[config.mk]
export PLATFORM = sky130hd
export DESIGN_NAME = adcctl_top
export DESIGN_NICKNAME = d
export VERILOG_FILES = /design/src/logic/adcctl_pkg.sv /design/src/logic/adcctl_tick_if.sv /design/src/logic/adcctl_prescaler.sv /design/src/logic/adcctl_top.sv
export SDC_FILE = /design/constraint.sdc
export NUM_CORES = 1
export LEC_CHECK = 0
export BUFFER_PORTS_ARGS = -buffer_cell sky130_fd_sc_hd__buf_2
export CORE_ASPECT_RATIO = 0.8
export CORE_MARGIN = 5
export CORE_UTILIZATION = 40
export CTS_CLUSTER_DIAMETER = 60
export DETAILED_ROUTE_END_ITERATION = 10
export PLACE_DENSITY = 0.71
export SYNTH_ARGS = -nofsm -noshare
export SYNTH_HDL_FRONTEND = slang
export SYNTH_SLANG_ARGS = --single-unit
export TNS_END_PERCENT = 5
[constraint.sdc]
create_clock -name clk_sys_i -period 2.1 [get_ports clk_sys_i]
set_input_delay 0.105 -clock clk_sys_i [delete_from_list [all_inputs] [get_ports clk_sys_i]]
set_output_delay 0.105 -clock clk_sys_i [all_outputs]
set_load 0.01 [all_outputs]
[src/logic/adcctl_pkg.sv]
// package for the converter timing control: control word fields, divider and
// sample tables, fixed conversion and calibration counts.
// assumes one cpu clock domain; no software-visible registers.
package adcctl_pkg;
  localparam int unsigned ADCCTL_CW_WIDTH = 16;
  localparam int unsigned ADCCTL_DIV_MSB = 15;
  localparam int unsigned ADCCTL_DIV_LSB = 14;
  localparam int unsigned ADCCTL_SMP_MSB = 13;
  localparam int unsigned ADCCTL_SMP_LSB = 12;
  localparam int unsigned ADCCTL_RES_WIDTH = 10;
  localparam logic [9:0] ADCCTL_RES_ZERO = 10'h000;
  localparam logic [9:0] ADCCTL_RES_FULL = 10'h3FF;
  // conversion body and tail, in basic clocks and cpu clocks
  localparam logic [6:0] ADCCTL_CONV_BC = 7'h28;
  localparam logic [1:0] ADCCTL_TAIL_CPU = 2'h2;
  localparam logic [11:0] ADCCTL_CAL_BC = 12'hD00;
  localparam int unsigned ADCCTL_BIT_BC = 4;
  localparam logic [3:0] ADCCTL_DIV_MAX = 4'hF;
  typedef enum logic [2:0] {
    ADCCTL_IDLE = 3'b000,
    ADCCTL_SAMPLE = 3'b001,
    ADCCTL_DETERMINE = 3'b010,
    ADCCTL_TAIL = 3'b011,
    ADCCTL_WRITE = 3'b100
  } adcctl_state_e;

  // divider code to cpu clocks per basic clock, minus one
  function automatic logic [3:0] adcctl_div_last(input logic [1:0] code);
    case (code)
      2'b00: adcctl_div_last = 4'h3;
      2'b01: adcctl_div_last = 4'h1;
      2'b10: adcctl_div_last = 4'hF;
      default: adcctl_div_last = 4'h7;
    endcase
  endfunction : adcctl_div_last

  // sample code to basic clocks of sampling
  function automatic logic [6:0] adcctl_smp_len(input logic [1:0] code);
    case (code)
      2'b00: adcctl_smp_len = 7'h08;
      2'b01: adcctl_smp_len = 7'h10;
      2'b10: adcctl_smp_len = 7'h20;
      default: adcctl_smp_len = 7'h40;
    endcase
  endfunction : adcctl_smp_len
endpackage : adcctl_pkg

[src/logic/adcctl_tick_if.sv]
// interface carrying the basic-clock tick from the prescaler to the sequencer.
// assumes both ends share clk_sys_i.
`timescale 1ns/1ps
interface adcctl_tick_if;
  logic [1:0] div_code;
  logic restart;
  logic tick;
  modport gen (input div_code, input restart, output tick);
  modport use_end (output div_code, output restart, input tick);
endinterface : adcctl_tick_if

[src/logic/adcctl_prescaler.sv]
// basic clock prescaler: one-cycle tick every N cpu clocks, N from the divider code.
// assumes restart re-aligns the count at the start of a conversion.
`timescale 1ns/1ps
module adcctl_prescaler
  import adcctl_pkg::*;
(
  input wire logic clk_sys_i,
  input wire logic reset_i,
  adcctl_tick_if.gen tick_port
);
  logic [3:0] count;
  logic [3:0] next_count;

  always_comb begin
    next_count = count + 4'h1;
    if (tick_port.restart || count >= adcctl_div_last(tick_port.div_code)) begin
      next_count = 4'h0;
    end
  end

  assign tick_port.tick = (count >= adcctl_div_last(tick_port.div_code)) && !tick_port.restart;

  always_ff @(posedge clk_sys_i or posedge reset_i) begin
    if (reset_i) begin
      count <= 4'h0;
    end else begin
      count <= next_count;
    end
  end

  chk_tick_period: assert property (@(posedge clk_sys_i) disable iff (reset_i)
    tick_port.tick && tick_port.div_code == 2'b00 |=> !tick_port.tick [*3])
    else $error("basic clock tick spacing wrong");
endmodule : adcctl_prescaler

[src/logic/adcctl_top.sv]
// conversion timing control: basic clock, sample window, fixed-length
// conversion, post-reset calibration and result saturation.
// assumes the analog core supplies compare results and range flags per step.
`timescale 1ns/1ps
// Operation
// - basic clock is cpu clock divided by 4, 2, 16 or 8 per bits 15:14.
// - sampling lasts 8, 16, 32 or 64 basic clocks per bits 13:12.
// - conversion lasts exactly sample time plus 40 basic clocks plus 2 cpu clocks.
// - conversion runs sampling, then bit determination, then result write.
// - after reset calibration runs for 3328 basic clocks.
// - conversions are accepted during calibration and extend its duration.
// - result saturates to zero below ground and full scale above reference.
// - sampled input is held once sampling ends.
module adcctl_top
  import adcctl_pkg::*;
(
  input wire logic clk_sys_i,
  input wire logic reset_i,
  input wire logic [15:0] converter_control_word_i,
  input wire logic start_i,
  input wire logic compare_high_i,
  input wire logic below_ground_i,
  input wire logic above_reference_i,
  output logic sample_o,
  output logic hold_o,
  output logic [9:0] trial_code_o,
  output logic busy_o,
  output logic calibrating_o,
  output logic [9:0] result_o,
  output logic done_o
);
  adcctl_tick_if tick_bus ();

  adcctl_state_e state;
  adcctl_state_e next_state;
  logic [6:0] bc_count;
  logic [6:0] next_bc_count;
  logic [1:0] tail_count;
  logic [1:0] next_tail_count;
  logic [1:0] div_code;
  logic [1:0] next_div_code;
  logic [6:0] smp_len;
  logic [6:0] next_smp_len;
  logic [9:0] sar;
  logic [9:0] next_sar;
  logic [3:0] bit_idx;
  logic [3:0] next_bit_idx;
  logic under;
  logic next_under;
  logic over;
  logic next_over;
  logic [9:0] result;
  logic [9:0] next_result;
  logic done;
  logic next_done;
  logic [11:0] cal_count;
  logic [11:0] next_cal_count;
  logic cal_active;
  logic next_cal_active;

  assign tick_bus.div_code = div_code;
  assign tick_bus.restart = (state == ADCCTL_IDLE);

  adcctl_prescaler u_prescaler (
    .clk_sys_i(clk_sys_i),
    .reset_i(reset_i),
    .tick_port(tick_bus)
  );

  // sequencer
  always_comb begin
    next_state = state;
    next_bc_count = bc_count;
    next_tail_count = tail_count;
    next_div_code = div_code;
    next_smp_len = smp_len;
    next_sar = sar;
    next_bit_idx = bit_idx;
    next_under = under;
    next_over = over;
    next_result = result;
    next_done = 1'b0;
    case (state)
      ADCCTL_IDLE: begin
        if (start_i) begin
          // settings are latched so a mid-conversion write cannot stretch it
          next_div_code = converter_control_word_i[ADCCTL_DIV_MSB:ADCCTL_DIV_LSB];
          next_smp_len = adcctl_smp_len(converter_control_word_i[ADCCTL_SMP_MSB:ADCCTL_SMP_LSB]);
          next_bc_count = 7'h00;
          next_under = 1'b0;
          next_over = 1'b0;
          next_state = ADCCTL_SAMPLE;
        end
      end
      ADCCTL_SAMPLE: begin
        if (tick_bus.tick) begin
          next_under = below_ground_i;
          next_over = above_reference_i;
          next_bc_count = bc_count + 7'h01;
          if (bc_count + 7'h01 == smp_len) begin
            next_bc_count = 7'h00;
            next_sar = 10'h200;
            next_bit_idx = 4'h9;
            next_state = ADCCTL_DETERMINE;
          end
        end
      end
      ADCCTL_DETERMINE: begin
        if (tick_bus.tick) begin
          next_bc_count = bc_count + 7'h01;
          // one result bit resolved every four basic clocks
          if (bc_count[1:0] == 2'(ADCCTL_BIT_BC - 1)) begin
            if (!compare_high_i) begin
              next_sar[bit_idx] = 1'b0;
            end
            if (bit_idx != 4'h0) begin
              next_sar[bit_idx - 4'h1] = 1'b1;
              next_bit_idx = bit_idx - 4'h1;
            end
          end
          if (bc_count + 7'h01 == ADCCTL_CONV_BC) begin
            next_tail_count = 2'h0;
            next_state = ADCCTL_TAIL;
          end
        end
      end
      ADCCTL_TAIL: begin
        next_tail_count = tail_count + 2'h1;
        if (tail_count + 2'h1 == ADCCTL_TAIL_CPU - 2'h1) begin
          next_state = ADCCTL_WRITE;
        end
      end
      ADCCTL_WRITE: begin
        if (under) begin
          next_result = ADCCTL_RES_ZERO;
        end else if (over) begin
          next_result = ADCCTL_RES_FULL;
        end else begin
          next_result = sar;
        end
        next_done = 1'b1;
        next_state = ADCCTL_IDLE;
      end
      default: begin
        next_state = ADCCTL_IDLE;
      end
    endcase
  end

  always_ff @(posedge clk_sys_i or posedge reset_i) begin
    if (reset_i) begin
      state <= ADCCTL_IDLE;
      bc_count <= 7'h00;
      tail_count <= 2'h0;
      div_code <= 2'b00;
      smp_len <= 7'h08;
      sar <= 10'h000;
      bit_idx <= 4'h0;
      under <= 1'b0;
      over <= 1'b0;
      result <= 10'h000;
      done <= 1'b0;
    end else begin
      state <= next_state;
      bc_count <= next_bc_count;
      tail_count <= next_tail_count;
      div_code <= next_div_code;
      smp_len <= next_smp_len;
      sar <= next_sar;
      bit_idx <= next_bit_idx;
      under <= next_under;
      over <= next_over;
      result <= next_result;
      done <= next_done;
    end
  end

  // calibration counter: own basic clock from the current divider code, paused
  // while a conversion runs so conversion time adds to the total
  logic [3:0] cal_div;
  logic [3:0] next_cal_div;
  always_comb begin
    next_cal_active = cal_active;
    next_cal_count = cal_count;
    next_cal_div = cal_div;
    if (cal_active && state == ADCCTL_IDLE && !start_i) begin
      next_cal_div = cal_div + 4'h1;
      if (cal_div >= adcctl_div_last(converter_control_word_i[ADCCTL_DIV_MSB:ADCCTL_DIV_LSB])) begin
        next_cal_div = 4'h0;
        next_cal_count = cal_count + 12'h001;
        if (cal_count + 12'h001 == ADCCTL_CAL_BC) begin
          next_cal_active = 1'b0;
        end
      end
    end
  end

  always_ff @(posedge clk_sys_i or posedge reset_i) begin
    if (reset_i) begin
      cal_active <= 1'b1;
      cal_count <= 12'h000;
      cal_div <= 4'h0;
    end else begin
      cal_active <= next_cal_active;
      cal_count <= next_cal_count;
      cal_div <= next_cal_div;
    end
  end

  assign sample_o = (state == ADCCTL_SAMPLE);
  assign hold_o = (state != ADCCTL_SAMPLE);
  assign trial_code_o = sar;
  assign busy_o = (state != ADCCTL_IDLE);
  assign calibrating_o = cal_active;
  assign result_o = result;
  assign done_o = done;

  chk_done_single: assert property (@(posedge clk_sys_i) disable iff (reset_i)
    done_o |=> !done_o)
    else $error("completion pulse longer than one cycle");

  chk_done_after_write: assert property (@(posedge clk_sys_i) disable iff (reset_i)
    $rose(done_o) |-> $past(state) == ADCCTL_WRITE)
    else $error("completion without result write");

  chk_saturate_low: assert property (@(posedge clk_sys_i) disable iff (reset_i)
    state == ADCCTL_WRITE && under |=> result_o == ADCCTL_RES_ZERO)
    else $error("low saturation missing");

  chk_saturate_high: assert property (@(posedge clk_sys_i) disable iff (reset_i)
    state == ADCCTL_WRITE && !under && over |=> result_o == ADCCTL_RES_FULL)
    else $error("high saturation missing");

  chk_tail_length: assert property (@(posedge clk_sys_i) disable iff (reset_i)
    state == ADCCTL_DETERMINE ##1 state == ADCCTL_TAIL |-> ##1 state == ADCCTL_WRITE ##1 state == ADCCTL_IDLE)
    else $error("cpu tail not two cycles");

  chk_hold_after: assert property (@(posedge clk_sys_i) disable iff (reset_i)
    $fell(sample_o) |-> hold_o && state == ADCCTL_DETERMINE)
    else $error("input not held after sampling");

  chk_cal_pause: assert property (@(posedge clk_sys_i) disable iff (reset_i)
    busy_o && calibrating_o |=> $stable(cal_count))
    else $error("calibration advanced during conversion");

  chk_sample_count: assert property (@(posedge clk_sys_i) disable iff (reset_i)
    state == ADCCTL_SAMPLE |-> bc_count < smp_len)
    else $error("sample window overran");

  chk_cal_end: assert property (@(posedge clk_sys_i) disable iff (reset_i)
    $fell(calibrating_o) |-> cal_count == ADCCTL_CAL_BC)
    else $error("calibration ended at wrong count");
endmodule : adcctl_top
# Word level (Yosys, flattened, before mapping)
# Index checks and enable logic that the tools add are counted.
[op_classes]
add_sub_neg = 6
n_lt_le_gt_ge = 6
n_eq_ne = 24
muxes = 49
bitwise_logic = 3
n_reduce_logical = 27
[op_table]
columns = ["op", "count"]
rows = [
  ["two-way mux 10 bit", 11],
  ["one-hot mux 7 bit (3 select lines)", 2],
  ["two-way mux 4 bit", 8],
  ["two-way mux 7 bit", 4],
  ["one-hot mux 4 bit (3 select lines)", 2],
  ["one-hot mux 10 bit (2 select lines)", 1],
  ["two-way mux 3 bit", 6],
  ["adder 12 x 1 -> 12 bit (second input constant)", 1],
  ["equality test 12 bit (second input constant)", 1],
  ["!= test 2 bit (second input constant)", 6],
  ["one-hot mux 3 bit (4 select lines)", 1],
  ["AND reduction 6 bit", 2],
  ["bitwise AND 10 bit", 1],
  ["less-than comparator 4 x 5 -> 1 bit (second input constant)", 2],
  ["inverter 10 bit", 1],
  ["OR 10 bit", 1],
  ["AND reduction 3 bit", 3],
  ["adder 4 x 1 -> 4 bit (second input constant)", 2],
  ["demux 1 bit (select 4 bit)", 2],
  ["equality test 2 x 1 -> 1 bit (second input constant)", 4],
  ["equality test 2 bit (second input constant)", 4],
  ["greater-or-equal comparator 4 x 1 -> 1 bit (second input constant)", 2],
  ["greater-or-equal comparator 4 bit", 2],
  ["one-hot mux 4 bit (2 select lines)", 1],
  ["25 further kinds", 45],
]
[totals]
ff_bits = 69
inputBits = 22
wordCells = 130

# Longest topological paths before layout
[depth]
ltp_word = 15
mapped_depth = 9
ltp_nobuf = 8

# By module
# A second synthesis with hierarchy kept.
[unflattened]
cells_unflattened = 406
area_unflattened_um2 = 3797.4
[by_module_without_submodules]
columns = ["module", "n_inst", "cells_each", "area_per_inst_um2", "seq_area_each_um2"]
rows = [
  ["adcctl_top", 1, 380, 3547.2, 1554.0],
  ["adcctl_prescaler", 1, 26, 250.2, 100.1],
]

# Worst setup path before layout
# Ideal clock, no wire load.
[synth_timing]
path_type = "flip-flop to flip-flop"
startpoint = "register bc_count[0]"
endpoint = "register bc_count[6]"
setup_ns = 0.064
t_arrival_ns = 1.974
required_ns = 2.036
slack_ns = 0.062
stages_incl_launch_ff = 9
n_path_buf = 1
synth_period_minus_slack_ns = 2.038
cell_sequence = "dfrtp_1 -> ha_1 -> buf_2 -> and3_1 -> a21oi_1 -> nor4_2 -> a311o_2 -> o21bai_1 -> a21o_1"
[synth_between]
elab_chain_cells = 5
elab_cells_between_ends = 6
cone_classes = "add/sub: 1; eq/ne: 1; mux: 4"
[synth_rtl]
columns = ["item", "line", "text"]
rows = [
  ["from (decl)", "adcctl_top.sv:36", "logic [6:0] bc_count;"],
  ["from (signal assigned)", "adcctl_top.sv:165", "bc_count <= next_bc_count;"],
  ["adder 7 x 1 -> 7 bit *", "adcctl_top.sv:99, adcctl_top.sv:100, adcctl_top.sv:110", ""],
  ["equality test 7 bit", "adcctl_top.sv:100", "if (bc_count + 7'h01 == smp_len) begin"],
  ["two-way mux 7 bit", "adcctl_top.sv:100", ""],
  ["two-way mux 7 bit", "adcctl_top.sv:96", "if (tick_bus.tick) begin"],
  ["one-hot mux 7 bit (3 select lines) *", "adcctl_top.sv:83", "case (state)"],
]
# Every way passes the cells marked *; elsewhere a longest branch is shown, timed or not. The select of a mux whose other input is x is not followed.
# A chain may end at the register's enable or synchronous reset.

# Worst setup path in the final report
[layout_timing]
startpoint = "register bc_count[1]"
endpoint = "register sar[4], in the netlist trial_code_o[4]"
[layout_between]
elab_chain_cells = 4
elab_cells_between_ends = 6
cone_classes = "add/sub: 1; eq/ne: 4; reduce/logical: 1"
[layout_rtl]
columns = ["item", "line", "text"]
rows = [
  ["adder 7 x 1 -> 7 bit", "adcctl_top.sv:100", ""],
  ["equality test 7 bit", "adcctl_top.sv:100", ""],
  ["!= test 2 x 1 -> 1 bit (no line)", "n/a", ""],
  ["AND reduction 5 bit (no line) *", "n/a", ""],
  ["to (signal assigned)", "adcctl_top.sv:169", "sar <= next_sar;"],
  ["to (decl)", "adcctl_top.sv:44", "logic [9:0] sar;"],
]
# Every way passes the cells marked *; elsewhere a longest branch is shown, timed or not.

==> impl_metrics.toml <==
[grt]
antenna_found_initial = 0
overflow = 0
grt_pass1_vias = 2853
track_usage = 0.1466
grt_pass1_wl_mm = 13.43
grt_max_degree = 27

[placement]
postPlaceCellArea_sq_mm = 0.004090
io_buffers = 34
dp_hpwl_mm = 5.829
place_congestion = 0.8770

[yosys]
synth-seq-cells = 66
synth_top_area_share = 0.4342
synth_ff_type = "dfrtp_1"
synth.distinct_cells = 58
yosys_warnings = 0
synth_most_common_cell = "dfrtp_1"
ys_async_sr_fraction = 1.000
syn_inst = 402
syn_avg_cell_area_sq_um = 9.175
syn_nets = 440
synth.area.top_cells = "dfrtp_1, nand2_1, ha_1, xnor2_1, nor2_1"
syn-cell-area_sq_mm = 0.003689
synth_top_cell_by_area = "dfrtp_1"
yosys-top-cells-count = "dfrtp_1, nand2_1, nor2_1"
yosysSeqAreaShare = 0.4484
synth_edf_count = 0

[clock_network]
cts_tree = "built"
clk_path_buf_depth = 2
h-tree-depth = 3
path_clk_slew_ps = 60
cts.sinks = 66
clkLatencyLatePin_ps = 330
cts_root_buf = "clkbuf_16"
cts_buffers = 9

[pwr]
p_total_w = 0.005720
max-vdd-ir-drop_v = 0.0007948
p_leak_nw = 2.097
cellPowerDensity_mw_per_mm2 = 1251

[worst_setup_path]
cp_num_buf_inv = 1
cp-end-kind = "register"
worst-setup-path-type = "reg2reg"
timing.rr.end = "trial_code_o[4]$_DFFE_PP0P_"
crit_fanout = 7
crit_required_ps = 2320
critical_path_arrival_ps = 2290
reg2reg_slack_ps = 30
startpoint_type = "register"
crit_slowest_cell = "dfrtp_1"
slowest_delay_ps = 410
crit-reg2reg-launch = "bc_count[1]$_DFFE_PP0P_"
cp_top_family = "compound AO/OA/AOI/OAI gates"
worstPathCellList = "ha_2 > and3_4 > and3_4 > o41ai_4 > nand3_2 > buf_6 > o21ai_1 > o21ai_1"
startpoint = "bc_count[1]$_DFFE_PP0P_"
reg2reg_depth = 8

[finish]
postLayoutCoreUtil = 0.5060
multi_input_area_sq_mm = 0.001969
n_antenna_cell = 0
area_growth_pct = 23.98
seq_area_sq_mm = 0.001655
finish.instance_area_sq_mm = 0.004573
fin_nets = 498
fillers = 823
final_layout_size_suffix_gt1_frac = 0.2409

[floorplan]
initial_utilization = 0.4081
die_w_um = 117.4
die_h_um = 95.89
coreArea_sq_mm = 0.009037
ios = 47
rows = 31
dieArea_sq_mm = 0.01125

[timing]
slew_headroom = 0.5669
hold_ws_ps = 57.77
fin_crit_sh = 0.9856
final-max-slew-violation-count = 0
post-route-min-period_ps = 2070
final_hold_viol_count = 0
tightest_slew_ps = 648.0
fmax_mhz = 483.1
finClkSkew_ps = 6.244
rsz0062_at_grt = "true"
tns_ps = 0
setup_viol = 0

[run_status]
run_status = "completed"

[drt]
vias_per_cell = 5.260
wl_per_cell_um = 14.05
routed_wirelength_mm = 8.151
drt_iter0_drc = 170
vias = 3051
postRouteAntennaNets = 0
drc_errors = 0
dr.pass1.iters = 4

[hold_path]
min_path_type = "in2reg"
min_to = "div_code[0]$_DFFE_PP0P_"
min_from = "converter_control_word_i[14]"
whs_path_depth = 2

[run]
max-cap-violations = 0
placed cells by master (no fill, tap or decap), types with 8 or more instances in the layout:
| cell type | Yosys | routed |
|---|---|---|
| a21oi_1 | 12 | 9 |
| and3_1 | 10 | 8 |
| buf_2 | 5 | 34 |
| buf_4 | 1 | 24 |
| clkbuf_16 | 0 | 9 |
| dfrtp_1 | 64 | 63 |
| ha_1 | 16 | 14 |
| inv_1 | 15 | 14 |
| nand2_1 | 61 | 60 |
| nand3_1 | 18 | 17 |
| nor2_1 | 34 | 34 |
| o21ai_0 | 16 | 15 |
| o21ai_1 | 18 | 16 |
| o31ai_1 | 16 | 15 |
| xnor2_1 | 17 | 17 |
registers in the layout, summed over array words and instances (netlist names):
name and flops:
over 1, calibrating_o 1, bit_idx 4, tail_count 2, under 1, smp_len 4, u_prescaler.count 4, div_code 2
cal_div 4, result_o 10, bc_count 7, trial_code_o 10, state 3, done_o 1, cal_count 12
where the power goes:
group / total, W / internal (W) / switching, W
clock network: 0.00161 / 0.00107 / 0.000548
logic: 0.00227 / 0.00102 / 0.00125
registers: 0.00184 / 0.00156 / 0.000279
total: 0.00572 / 0.00364 / 0.00208
how the worst max path moves through the flow:
stage,cells past startpoint,slack [ps],end
2_1_floorplan,8,60,bc_count[6]$_DFFE_PP0P_
3_3_place_gp,8,80,bc_count[2]$_DFFE_PP0P_
3_5_place_dp,8,30,trial_code_o[7]$_DFFE_PP0P_
4_1_cts,7,10,bc_count[6]$_DFFE_PP0P_
5_1_grt,8,-50,trial_code_o[4]$_DFFE_PP0P_
6_report,8,30,trial_code_o[4]$_DFFE_PP0P_
layout make-up:
cell class,count,area share
Clock buffer,11,0.05308
Inverter,16,0.01341
Clock inverter,5,0.01696
Timing Repair Buffer,65,0.09248
Sequential cell,66,0.3620
Tap cell,115,0.03146
Multi-Input combinational cell,302,0.4306
cells by family (layout without fill, tap and decap cells):
group,Yosys count,count (layout),synth area share
buffers and inverters,34,97,0.03969
and+or+nand+nor,166,166,0.2218
muxes,4,4,0.01153
xor gates and xnor gates,24,24,0.05699
AOI/OAI and AO/OA,92,92,0.1672
DFF,66,66,0.4484
adders and majority gates,16,16,0.05427
what timing repair did:
action / 4_1_cts / 5_1_grt
resized for setup: 0 / 23
hold buffers: 5 / 0
hold endpoints to repair: 26 / 0
setup buffers: 0 / 4
endpoints found under the setup margin: 0 / 21
per-layer routing:
layer,track usage,vias to the layer above,wire length [um]
li1,-,1525,-
met4,0.05217,0,123
met1,0.1970,1453,3961
met5,0,-,0
met2,0.2213,58,3671
met3,0.04994,15,396
stage by stage:
stage	setup WS, ps	cells
CTS	10.03	577
floorplan	61.67	402
global route	-45.92	580
detailed placement	29.46	556
finish	30.15	580
global placement	82.72	556
Note: power is estimated with default switching activity, not from simulation.
